$ cat config.mk
export PLATFORM = sky130hd
export DESIGN_NAME = fsc_spinup_ctrl
export DESIGN_NICKNAME = d
export VERILOG_FILES = /design/src/hdl/fsc_pkg.sv /design/src/hdl/fsc_spinup_ctrl.sv /design/src/hdl/fsc_tick_div.sv
export SDC_FILE = /design/constraint.sdc
export NUM_CORES = 1
export LEC_CHECK = 0
export ABC_AREA = 1
export BUFFER_PORTS_ARGS = -buffer_cell sky130_fd_sc_hd__buf_4
export CAP_MARGIN = 15
export CORE_MARGIN = 10
export CORE_UTILIZATION = 55
export CTS_BUF_LIST = sky130_fd_sc_hd__clkbuf_4 sky130_fd_sc_hd__clkbuf_8
export CTS_CLUSTER_DIAMETER = 50
export DETAILED_ROUTE_END_ITERATION = 16
export GPL_ROUTABILITY_DRIVEN = 0
export PLACE_DENSITY_LB_ADDON = 0.1
export RECOVER_POWER = 100
export SYNTH_ARGS = -nofsm -noshare
export SYNTH_HDL_FRONTEND = slang
export SYNTH_SLANG_ARGS = --single-unit
$ cat constraint.sdc
create_clock -name ref_clk -period 2.25 [get_ports ref_clk]
set_input_delay 0.225 -clock ref_clk [delete_from_list [all_inputs] [get_ports ref_clk]]
set_output_delay 0.225 -clock ref_clk [all_outputs]
set_load 0.005 [all_outputs]
$ cat src/hdl/fsc_pkg.sv
// shared constants, register layouts and types of the fan spin-up block
// assumes a single 100 MHz clock; serial host access decoded elsewhere
package fsc_pkg;

	////////////////////////////////////////////////////////////////////////
	localparam logic [7:0] ADDR_PWM_TACH  = 8'h4a;
	localparam logic [7:0] ADDR_SPINUP    = 8'h4b;
	localparam logic [7:0] ADDR_PWM_VALUE = 8'h4c;

	localparam logic [7:0] PWM_TACH_RST = 8'h20;
	localparam logic [7:0] SPINUP_RST   = 8'h3f;

	// pwm and tachometer configuration fields
	localparam int TACH_MODE_LSB = 0;
	localparam int RSV_BIT       = 2;
	localparam int CLK_SEL_BIT   = 3;
	localparam int POL_BIT       = 4;
	localparam int PROG_BIT      = 5;
	// spin-up configuration fields
	localparam int TIME_LSB = 0;
	localparam int DUTY_LSB = 3;
	localparam int FAST_BIT = 5;

	////////////////////////////////////////////////////////////////////////
	localparam longint CLK_HZ        = 100000000;
	localparam longint CLK_PERIOD_NS = 10;
	localparam longint MS_NS         = 1000000;
	localparam longint MS_CYCLES     = MS_NS / CLK_PERIOD_NS;
	localparam longint FAST_CLK_HZ   = 360000;
	localparam longint SLOW_CLK_HZ   = 1400;
	localparam longint FAST_DIV      = CLK_HZ / FAST_CLK_HZ;
	localparam longint SLOW_DIV      = CLK_HZ / SLOW_CLK_HZ;
	localparam logic [11:0] SPIN_BASE_MS = 12'h032;
	localparam int DIV_W = 20;

	////////////////////////////////////////////////////////////////////////
	typedef enum logic [1:0] {
		TACH_TRAD        = 2'h0,
		TACH_TRAD_SAT    = 2'h1,
		TACH_ACCURATE    = 2'h2,
		TACH_LOW_DISTURB = 2'h3
	} fsc_tach_mode_t;

	typedef enum logic [1:0] {
		DUTY_NONE  = 2'h0,
		DUTY_HALF  = 2'h1,
		DUTY_3Q    = 2'h2,
		DUTY_FULL  = 2'h3
	} fsc_spin_duty_t;

	typedef enum logic {
		ST_RUN  = 1'b0,
		ST_SPIN = 1'b1
	} fsc_state_t;

	typedef struct packed {
		logic           fast;
		fsc_spin_duty_t duty;
		logic [2:0]     time_code;
	} fsc_spin_cfg_t;

	typedef struct packed {
		logic           prog;
		logic           pol;
		logic           clk_slow;
		fsc_tach_mode_t mode;
	} fsc_pwm_cfg_t;

endpackage

$ cat src/hdl/fsc_spinup_ctrl.sv
// fan spin-up sequencing and tachometer mode selection
// assumes register port and rpm logic share ref_clk; no synchronisers
module fsc_spinup_ctrl #(
	parameter int MS_DIV   = int'(fsc_pkg::MS_CYCLES),
	parameter int SLOW_DIV = int'(fsc_pkg::SLOW_DIV)
) (
	input  wire logic                  ref_clk,
	input  wire logic                  rst,
	input  wire logic                  reg_wr,
	input  wire logic [7:0]            reg_addr,
	input  wire logic [7:0]            reg_wdata,
	output logic [7:0]                 reg_rdata,
	input  wire logic [5:0]            pwm_cmd,
	input  wire logic                  tach_at_setpoint,
	output logic                       spin_active,
	output fsc_pkg::fsc_spin_duty_t    spin_duty,
	output fsc_pkg::fsc_tach_mode_t    tach_mode,
	output logic                       pwm_clk_en,
	output logic                       pwm_prog,
	output logic                       pwm_pol
);

	////////////////////////////////////////////////////////////////////////
	fsc_pkg::fsc_pwm_cfg_t  pwm_cfg_r;
	fsc_pkg::fsc_spin_cfg_t spin_cfg_r;
	fsc_pkg::fsc_state_t    state_r;
	logic [5:0]             cmd_prev_r;
	logic [11:0]            ms_cnt_r;
	logic [11:0]            spin_ms_lim;
	logic                   ms_tick;
	logic                   start_evt;
	logic                   bypass;
	logic                   spin_end;
	logic [fsc_pkg::DIV_W-1:0] pwm_period;

	localparam logic [fsc_pkg::DIV_W-1:0] MS_PERIOD =
		fsc_pkg::DIV_W'(MS_DIV);
	localparam logic [fsc_pkg::DIV_W-1:0] FAST_PERIOD =
		fsc_pkg::DIV_W'(fsc_pkg::FAST_DIV);
	localparam logic [fsc_pkg::DIV_W-1:0] SLOW_PERIOD =
		fsc_pkg::DIV_W'(SLOW_DIV);

	////////////////////////////////////////////////////////////////////////
	// register writes
	// reserved bit is not stored, so a stray one cannot steer anything
	always_ff @(posedge ref_clk or posedge rst) begin
		if (rst) begin
			pwm_cfg_r.prog     <= fsc_pkg::PWM_TACH_RST[fsc_pkg::PROG_BIT];
			pwm_cfg_r.pol      <= fsc_pkg::PWM_TACH_RST[fsc_pkg::POL_BIT];
			pwm_cfg_r.clk_slow <= fsc_pkg::PWM_TACH_RST[fsc_pkg::CLK_SEL_BIT];
			pwm_cfg_r.mode     <= fsc_pkg::fsc_tach_mode_t'(
				fsc_pkg::PWM_TACH_RST[fsc_pkg::TACH_MODE_LSB +: 2]);
		end else if (reg_wr && reg_addr == fsc_pkg::ADDR_PWM_TACH) begin
			pwm_cfg_r.prog     <= reg_wdata[fsc_pkg::PROG_BIT];
			pwm_cfg_r.pol      <= reg_wdata[fsc_pkg::POL_BIT];
			pwm_cfg_r.clk_slow <= reg_wdata[fsc_pkg::CLK_SEL_BIT];
			pwm_cfg_r.mode     <= fsc_pkg::fsc_tach_mode_t'(
				reg_wdata[fsc_pkg::TACH_MODE_LSB +: 2]);
		end
	end

	always_ff @(posedge ref_clk or posedge rst) begin
		if (rst) begin
			spin_cfg_r.fast      <= fsc_pkg::SPINUP_RST[fsc_pkg::FAST_BIT];
			spin_cfg_r.duty      <= fsc_pkg::fsc_spin_duty_t'(
				fsc_pkg::SPINUP_RST[fsc_pkg::DUTY_LSB +: 2]);
			spin_cfg_r.time_code <= fsc_pkg::SPINUP_RST[fsc_pkg::TIME_LSB +: 3];
		end else if (reg_wr && reg_addr == fsc_pkg::ADDR_SPINUP) begin
			spin_cfg_r.fast      <= reg_wdata[fsc_pkg::FAST_BIT];
			spin_cfg_r.duty      <= fsc_pkg::fsc_spin_duty_t'(
				reg_wdata[fsc_pkg::DUTY_LSB +: 2]);
			spin_cfg_r.time_code <= reg_wdata[fsc_pkg::TIME_LSB +: 3];
		end
	end

	assign pwm_prog = pwm_cfg_r.prog;
	assign pwm_pol  = pwm_cfg_r.pol;

	////////////////////////////////////////////////////////////////////////
	// register reads, one cycle after the address
	always_ff @(posedge ref_clk or posedge rst) begin
		if (rst) begin
			reg_rdata <= 8'h00;
		end else begin
			unique case (reg_addr)
				fsc_pkg::ADDR_PWM_TACH: begin
					reg_rdata <= {2'h0, pwm_cfg_r.prog, pwm_cfg_r.pol,
						pwm_cfg_r.clk_slow, 1'b0, pwm_cfg_r.mode};
				end
				fsc_pkg::ADDR_SPINUP: begin
					reg_rdata <= {2'h0, spin_cfg_r};
				end
				fsc_pkg::ADDR_PWM_VALUE: begin
					reg_rdata <= (state_r == fsc_pkg::ST_SPIN) ?
						8'h00 : {2'h0, pwm_cmd};
				end
				default: begin
					reg_rdata <= 8'h00;
				end
			endcase
		end
	end

	////////////////////////////////////////////////////////////////////////
	// pwm master clock enable
	assign pwm_period = pwm_cfg_r.clk_slow ? SLOW_PERIOD : FAST_PERIOD;

	fsc_tick_div #(
		.W      (fsc_pkg::DIV_W)
	) u_pwm_div (
		.ref_clk (ref_clk),
		.rst     (rst),
		.clr     (1'b0),
		.period  (pwm_period),
		.tick    (pwm_clk_en)
	);

	// millisecond tick restarted at spin start so durations are exact
	fsc_tick_div #(
		.W      (fsc_pkg::DIV_W)
	) u_ms_div (
		.ref_clk (ref_clk),
		.rst     (rst),
		.clr     (start_evt),
		.period  (MS_PERIOD),
		.tick    (ms_tick)
	);

	always_ff @(posedge ref_clk or posedge rst) begin
		if (rst) begin
			tach_mode <= fsc_pkg::TACH_TRAD;
		end else if (!pwm_cfg_r.clk_slow) begin
			tach_mode <= fsc_pkg::TACH_TRAD;
		end else begin
			tach_mode <= pwm_cfg_r.mode;
		end
	end

	////////////////////////////////////////////////////////////////////////
	// spin-up sequencing
	always_ff @(posedge ref_clk or posedge rst) begin
		if (rst) begin
			cmd_prev_r <= 6'h00;
		end else begin
			cmd_prev_r <= pwm_cmd;
		end
	end

	assign start_evt = (cmd_prev_r == 6'h00) && (pwm_cmd != 6'h00) &&
		(state_r == fsc_pkg::ST_RUN);
	assign bypass = (spin_cfg_r.time_code == 3'h0) ||
		(spin_cfg_r.duty == fsc_pkg::DUTY_NONE && !spin_cfg_r.fast);
	assign spin_ms_lim = fsc_pkg::SPIN_BASE_MS <<
		(spin_cfg_r.time_code - 3'h1);
	// dropping the command to zero aborts, so a restart spins up again
	assign spin_end = (ms_tick && ms_cnt_r + 12'h001 >= spin_ms_lim) ||
		(spin_cfg_r.fast && tach_at_setpoint) ||
		(pwm_cmd == 6'h00);

	always_ff @(posedge ref_clk or posedge rst) begin
		if (rst) begin
			state_r <= fsc_pkg::ST_RUN;
		end else begin
			unique case (state_r)
				fsc_pkg::ST_RUN: begin
					if (start_evt && !bypass) begin
						state_r <= fsc_pkg::ST_SPIN;
					end
				end
				fsc_pkg::ST_SPIN: begin
					if (spin_end) begin
						state_r <= fsc_pkg::ST_RUN;
					end
				end
			endcase
		end
	end

	always_ff @(posedge ref_clk or posedge rst) begin
		if (rst) begin
			ms_cnt_r <= 12'h000;
		end else if (start_evt) begin
			ms_cnt_r <= 12'h000;
		end else if (ms_tick && state_r == fsc_pkg::ST_SPIN) begin
			ms_cnt_r <= ms_cnt_r + 12'h001;
		end
	end

	assign spin_active = (state_r == fsc_pkg::ST_SPIN);

	// downstream pwm generator turns the code into 50, 75-81 or 100 percent
	always_ff @(posedge ref_clk or posedge rst) begin
		if (rst) begin
			spin_duty <= fsc_pkg::DUTY_NONE;
		end else if (!spin_active) begin
			spin_duty <= fsc_pkg::DUTY_NONE;
		end else if (spin_cfg_r.fast) begin
			spin_duty <= fsc_pkg::DUTY_FULL;
		end else begin
			spin_duty <= spin_cfg_r.duty;
		end
	end

	////////////////////////////////////////////////////////////////////////
	a_mode_fast_clk: assert property (@(posedge ref_clk) disable iff (rst)
		!pwm_cfg_r.clk_slow |=> tach_mode == fsc_pkg::TACH_TRAD)
		else $error("tach mode not forced on fast clock");

	a_mode_slow_clk: assert property (@(posedge ref_clk) disable iff (rst)
		pwm_cfg_r.clk_slow |=> tach_mode == $past(pwm_cfg_r.mode))
		else $error("tach mode does not follow field");

	a_skip_time: assert property (@(posedge ref_clk) disable iff (rst)
		start_evt && spin_cfg_r.time_code == 3'h0 |=> !spin_active)
		else $error("spin-up not skipped for time zero");

	a_skip_duty: assert property (@(posedge ref_clk) disable iff (rst)
		start_evt && spin_cfg_r.duty == fsc_pkg::DUTY_NONE &&
		!spin_cfg_r.fast |=> !spin_active)
		else $error("spin-up not skipped for duty zero");

	a_start_spin: assert property (@(posedge ref_clk) disable iff (rst)
		start_evt && !bypass |=> spin_active)
		else $error("spin-up did not start");

	a_tach_end: assert property (@(posedge ref_clk) disable iff (rst)
		spin_active && spin_cfg_r.fast && tach_at_setpoint |=> !spin_active)
		else $error("fast spin-up did not end on tach");

	a_fast_full: assert property (@(posedge ref_clk) disable iff (rst)
		spin_active && spin_cfg_r.fast |=> spin_duty == fsc_pkg::DUTY_FULL)
		else $error("fast spin-up not at full duty");

	a_spin_duty: assert property (@(posedge ref_clk) disable iff (rst)
		spin_active && !spin_cfg_r.fast |=> spin_duty == $past(spin_cfg_r.duty))
		else $error("spin duty code wrong");

	a_value_zero: assert property (@(posedge ref_clk) disable iff (rst)
		spin_active && reg_addr == fsc_pkg::ADDR_PWM_VALUE |=> reg_rdata == 8'h00)
		else $error("pwm value not zero in spin-up");

	a_cfg_top_zero: assert property (@(posedge ref_clk) disable iff (rst)
		reg_addr == fsc_pkg::ADDR_SPINUP |=> reg_rdata[7:6] == 2'h0)
		else $error("spin-up register top bits not zero");

	a_time_limit: assert property (@(posedge ref_clk) disable iff (rst)
		spin_active |-> ms_cnt_r < spin_ms_lim)
		else $error("spin-up overran its duration");

endmodule

$ cat src/hdl/fsc_tick_div.sv
// programmable divider giving one-cycle enable pulses
// assumes period is held steady; clr restarts the phase
module fsc_tick_div #(
	parameter int W = 20
) (
	input  wire logic         ref_clk,
	input  wire logic         rst,
	input  wire logic         clr,
	input  wire logic [W-1:0] period,
	output logic              tick
);

	logic [W-1:0] cnt_r;
	logic         wrap;

	assign wrap = (cnt_r >= period - W'(1));

	always_ff @(posedge ref_clk or posedge rst) begin
		if (rst) begin
			cnt_r <= '0;
		end else if (clr || wrap) begin
			cnt_r <= '0;
		end else begin
			cnt_r <= cnt_r + W'(1);
		end
	end

	always_ff @(posedge ref_clk or posedge rst) begin
		if (rst) begin
			tick <= 1'b0;
		end else begin
			tick <= wrap && !clr;
		end
	end

endmodule

### Yosys cells after proc, flatten, opt, wreduce, memory -nomap -nowiden

Index checks and enable logic that the tools add are counted.

| operators by class | value |
|---|---|
| add/sub/neg operators | 5 |
| $lt $le $gt $ge | 3 |
| equal/unequal tests | 3 |
| shift operators | 1 |
| mux-type cells | 13 |
| bitwise logic cells | 1 |
| reductions and logical operators | 23 |

Operator list:

| operator | count |
|---|---|
| $add A20 B1 Y20 const B | 2 |
| $mux W20 | 2 |
| $eq A8 B7 Y1 const B | 3 |
| $mux W12 | 2 |
| $ge A20 B17 Y1 const B | 1 |
| $ge A20 B20 Y1 | 1 |
| $pmux W6 S3 | 1 |
| $sub A17 B1 Y18 const B | 1 |
| $mux W17 | 1 |
| $add A12 B1 Y12 const B | 1 |
| $ge A12 B12 Y1 | 1 |
| $logic_not A6 Y1 | 2 |
| $shl A6 B3 Y12 const A | 1 |
| $logic_and A1 B1 Y1 | 10 |
| $mux W2 | 3 |
| $mux W6 | 1 |
| $reduce_bool A6 Y1 | 1 |
| $logic_or A1 B1 Y1 | 4 |
| $logic_not A1 Y1 | 3 |
| $logic_not A3 Y1 | 1 |
| $sub A3 B1 Y3 const B | 1 |
| $logic_not A2 Y1 | 1 |
| $mux W1 | 2 |
| $pmux W1 S2 | 1 |
| other kinds (2) | 2 |

| storage, ports and cells | value |
|---|---|
| register bits | 84 |
| bits of input ports | 26 |
| output and inout bits | 16 |
| word-level logic and storage cells | 66 |

### Longest topological paths before layout

| depth | value |
|---|---|
| depth in word-level cells | 8 |
| mapped depth | 18 |
| mapped depth without buffers | 18 |

### Hierarchy

From an unflattened synthesis, not the netlist that was laid out.

| second synthesis, totals | value |
|---|---|
| cell total of the unflattened synthesis | 842 |
| area total of the unflattened synthesis | 6373.6 um2 |

Modules (own cells, without submodules):

| module | instances | cells an instance | area an instance (um2) | seq. area each (um2) |
|---|---|---|---|---|
| fsc_spinup_ctrl | 1 | 283 | 2288.4 | 1009.7 |
| fsc_tick_div at u_pwm_div | 1 | 280 | 2049.5 | 525.5 |
| fsc_tick_div at u_ms_div | 1 | 279 | 2035.7 | 525.5 |

### Worst setup path after synthesis

No wires, ideal clock.

| timing path | value |
|---|---|
| path type | register to register |
| start | register spin_cfg_r[0] (netlist bit) |
| end | register state_r (netlist: spin_active) |
| setup time | 0.116 ns |
| arrival time | 2.253 ns |
| data required time | 2.134 ns |
| setup slack | -0.119 ns |
| stages on the path, launching flop included | 17 |
| buffers on the path | 0 |
| clock period less this slack | 2.369 ns |
| cell sequence | dfstp_2 > inv_1 > ha_1 > or2_2 > nand2_1 > inv_1 > nand2_1 > o21ai_0 > ha_1 > nand2_1 > nor2_1 > and2_1 > nand2_1 > nand4_1 > nand2_1 > nand2_1 > nand2_1 |

| between the ends | value |
|---|---|
| word-level cells in the longest chain between the ends | 8 |
| elaborated cells between the ends (all ways) | 13 |
| classes of those cells | add/sub: 1; order compare: 1; shift: 1; mux: 3; reduce/logical: 7 |

RTL lines:

| item | line | text |
|---|---|---|
| start, declared | fsc_spinup_ctrl.sv:25 | `fsc_pkg::fsc_spin_cfg_t spin_cfg_r;` |
| $sub A3 B1 Y3 | fsc_spinup_ctrl.sv:154 | `(spin_cfg_r.time_code - 3'h1);` |
| $shl A6 B3 Y12 | fsc_spinup_ctrl.sv:153 | `assign spin_ms_lim = fsc_pkg::SPIN_BASE_MS <<` |
| $ge A12 B12 Y1 | fsc_spinup_ctrl.sv:156 | `assign spin_end = (ms_tick && ms_cnt_r + 12'h001 >= spin_ms_lim) \|\|` |
| $logic_and A1 B1 Y1 | fsc_spinup_ctrl.sv:156 |  |
| $logic_or A1 B1 Y1 | fsc_spinup_ctrl.sv:156 |  |
| $logic_or A1 B1 Y1 | fsc_spinup_ctrl.sv:157 | `(spin_cfg_r.fast && tach_at_setpoint) \|\|` |
| $mux W1 | fsc_spinup_ctrl.sv:171 | `if (spin_end) begin` |
| $pmux W1 S2 * | fsc_spinup_ctrl.sv:164 | `unique case (state_r)` |
| end signal, assigned | fsc_spinup_ctrl.sv:162 | `state_r <= fsc_pkg::ST_RUN;` |
| end signal, assigned | fsc_spinup_ctrl.sv:167 | `state_r <= fsc_pkg::ST_SPIN;` |
| end signal, assigned | fsc_spinup_ctrl.sv:172 | `state_r <= fsc_pkg::ST_RUN;` |
| end, declared | fsc_spinup_ctrl.sv:26 | `fsc_pkg::fsc_state_t state_r;` |

Mark *: on every way between the ends. The rest lies on a longest branch, timed or not.
A chain may end at the register's enable or synchronous reset.

### Worst setup path in the final report

Same ends and word-level chain as after synthesis.

==> flow_summary_export.csv <==
group,metric,value,unit
outcome,status,"finished clean",
clock_tree,cts_tree,"built",
worst_setup_path,critPathKind,"reg2reg",
worst_hold_path,worst_hold_path_type,"in2reg",
placed_design,placed_area,0.00510,mm^2
placed_design,portBuffers,37,
power,p_leak,0.00261,uW
route,vias,3703,
logic_synthesis,avgSynthCellArea,8.33,um^2
global_routing,track_usage,0.149,
power,irDropWorstVdd,0.368,mV
clock_tree,htreeDepth,3,
sta,final_hold_viol_count,0,
die,start_util,0.564,
final_layout,area_growth,19.3,%
final_layout,register_area,0.00206,mm^2
die,die_y,112,um
sta,maxSlewViolCount,0,
logic_synthesis,synth-edff-count,0,
route,route.detailed.drc,0,
final_layout,multi_input_area,0.00231,mm^2
sta,rsz0062_at_grt,"yes",
sta,post-route-period-util,0.980,
global_routing,antenna_found_initial,0,
route,vias_per_cell,5.05,
die,die_w,112,um
final_layout,drive_gt1_frac,0.201,
final_layout,n_antenna_cell,0,
clock_tree,clock-root-buffer,"clkbuf_8",
route,detail_route.wl_per_cell,12.9,um
logic_synthesis,syn-cell-area,0.00461,mm^2
worst_setup_path,start_kind,"flop",
worst_setup_path,endpoint_kind,"flop",
logic_synthesis,ys_async_sr_fraction,1.00,
sta,setup_tns,0,ns
sta,max_freq,453,MHz
die,coreArea,0.00818,mm^2
placed_design,place_ws,-0.122,ns
worst_setup_path,cp_max_fo,6,
logic_synthesis,ys_ff_latch,82,
route,initialDrtViolationCount,138,
die,num_rows,33,
logic_synthesis,synth_cell_types,41,
logic_synthesis,postSynthCellCount,553,
logic_synthesis,synth-warning-count,0,
final_layout,final_common_cell,"nand2_1",
clock_tree,clock_sinks,82,
worst_setup_path,arrival,2.45,ns
sta,finalSetupViolCount,0,
sta,finClkSkew,0.00859,ns
clock_tree,cts_buffer_depth,2,
final_layout,fillerInstances,700,
power,p_per_area,657,mW/mm^2
sta,timing.slew.headroom,0.105,
route,drtPass1Iterations,4,
clock_tree,cts_buffers,9,
global_routing,grt_first_pass_wirelength,16000,um
die,io_pins,42,
sta,worstMarginPinSlew,1.33,ns
sta,setup_slack,0.0446,ns
route,routed_wl,9470,um
global_routing,grt_pass1_vias,3618,
clock_tree,cts.clk_slew.worst_paths,0.08,ns
final_layout,final_util,0.672,
route,ant_nets,0,
final_layout,final_cell_mix,"115 x nand2_1, 77 x inv_1, 75 x dfrtp_1",
global_routing,grt_max_degree,35,
die,die_area,0.0124,mm^2
placed_design,hpwl,6870,um
logic_synthesis,ys.flop_type,"dfrtp_1",
worst_setup_path,critical_path_required,2.50,ns
clock_tree,insertion_delay,0.35,ns
final_layout,finalInstanceArea,0.00550,mm^2
final_layout,fin_nets,676,
run,maxCapViolations,0,
power,total_power,3610,uW
logic_synthesis,yosysSeqAreaShare,0.447,
sta,post-route-min-period,2.21,ns
global_routing,gr-total-overflow,0,
sequential cells by signal (all words and copies together) (netlist names):
signal	cells
u_ms_div.cnt_r	20
spin_cfg_r	6
pwm_cfg_r	3
tach_mode	2
spin_active	1
pwm_pol	1
ms_cnt_r	12
reg_rdata	6
spin_duty	2
u_ms_div.tick	1
u_pwm_div.tick	1
pwm_prog	1
cmd_prev_r	6
u_pwm_div.cnt_r	20
synthesized netlist by cell type (3+ instances only):
| cell | n | area, um^2 |
|---|---|---|
| nand4_1 | 18 | 113 |
| o21ai_0 | 22 | 110 |
| xnor2_1 | 7 | 61.3 |
| nand2_1 | 123 | 462 |
| inv_1 | 84 | 315 |
| o221ai_1 | 5 | 43.8 |
| nor2_1 | 54 | 203 |
| nand3_1 | 22 | 110 |
| a21oi_1 | 8 | 40.0 |
| o22ai_1 | 4 | 25.0 |
| buf_4 | 3 | 22.5 |
| nor2_2 | 23 | 144 |
| ha_1 | 27 | 338 |
| nor3_2 | 3 | 30.0 |
| o21ai_2 | 6 | 52.6 |
| dfrtp_1 | 75 | 1880 |
| inv_2 | 4 | 15.0 |
| nor3_1 | 8 | 40.0 |
| xor2_1 | 22 | 193 |
| dfstp_2 | 7 | 184 |
where the power goes:
| group | total (uW) | internal [uW] | switching [uW] |
|---|---|---|---|
| Clock | 1290 | 737 | 552 |
| Combinational | 709 | 293 | 416 |
| Sequential | 1610 | 1550 | 61.2 |
final timing paths:
kind / startpoint / endpoint / slack [ns] / depth (start not counted)
hold reg to reg: u_ms_div.cnt_r[0]$_DFF_PP0_ / u_ms_div.cnt_r[0]$_DFF_PP0_ / 0.46 / 1
max in group asynchronous: rst / spin_cfg_r[0]$_DFFE_PP1P_ / 0.40 / 4
hold / removal: reg_wdata[2] / spin_cfg_r[2]$_DFFE_PP1P_ / 0.09 / 3
min in group asynchronous: rst / u_pwm_div.tick$_DFF_PP0_ / 0.71 / 3
setup / recovery: spin_cfg_r[0]$_DFFE_PP1P_ / spin_active$_DFF_PP0_ / 0.04 / 16
setup reg to reg: spin_cfg_r[0]$_DFFE_PP1P_ / spin_active$_DFF_PP0_ / 0.04 / 16
layer usage:
| metal | up-vias | wire, um | global-route usage |
|---|---|---|---|
| li1 | 1882 | - | - |
| met1 | 1729 | 4390 | 0.195 |
| met2 | 71 | 4490 | 0.234 |
| met3 | 21 | 400 | 0.0376 |
| met4 | 0 | 193 | 0.0557 |
| met5 | - | 0 | 0 |
through the flow:
stage | instances | hold WS, ns
after global placement | 707 | 0.354
final | 733 | 0.0925
after CTS | 728 | 0.00135
after global routing | 733 | 0.0943
after detailed placement | 707 | 0.350
after floorplan | 559 | 0.256
timing repair:
item | CTS | global route
buffers inserted | 0 | 3
resized for setup | 9 | 37
pin swaps | 4 | 15
hold endpoints to repair | 21 | 2
hold buffers | 5 | 2
setup endpoints to repair | 1 | 1
cells by family (layout without fill, tap and decap cells):
kind of cell    after synthesis  count (layout)  share of synthesized area
fa+ha+maj                    27              27                     0.0733
simple gates                269             269                      0.274
compound gates               51              51                     0.0676
flops                        82              82                      0.447
buf+inv                      94             163                     0.0823
xor+xnor                     29              29                     0.0551
other cells                   1               7                   0.000814
layout make-up:
type,count,area share
Clock inverter,7,0.0214
Inverter,89,0.0624
Clock buffer,9,0.0225
Multi-Input combinational cell,383,0.421
Sequential cell,82,0.375
Timing Repair Buffer,58,0.0738
Tap cell,105,0.0239
critical path: stages (launching register included):
cell	delay [ns]
dfstp_2	0.54
inv_2	0.05
ha_4	0.16
or2_4	0.25
nand2_8	0.10
inv_8	0.04
nand2_4	0.06
o21ai_2	0.07
ha_4	0.28
nand2_2	0.06
nor2_4	0.08
and2_4	0.13
nand2_1	0.04
nand4_1	0.07
nand2_1	0.07
nand2_1	0.05
nand2_1	0.04
Power figures use the tool's default switching activity.
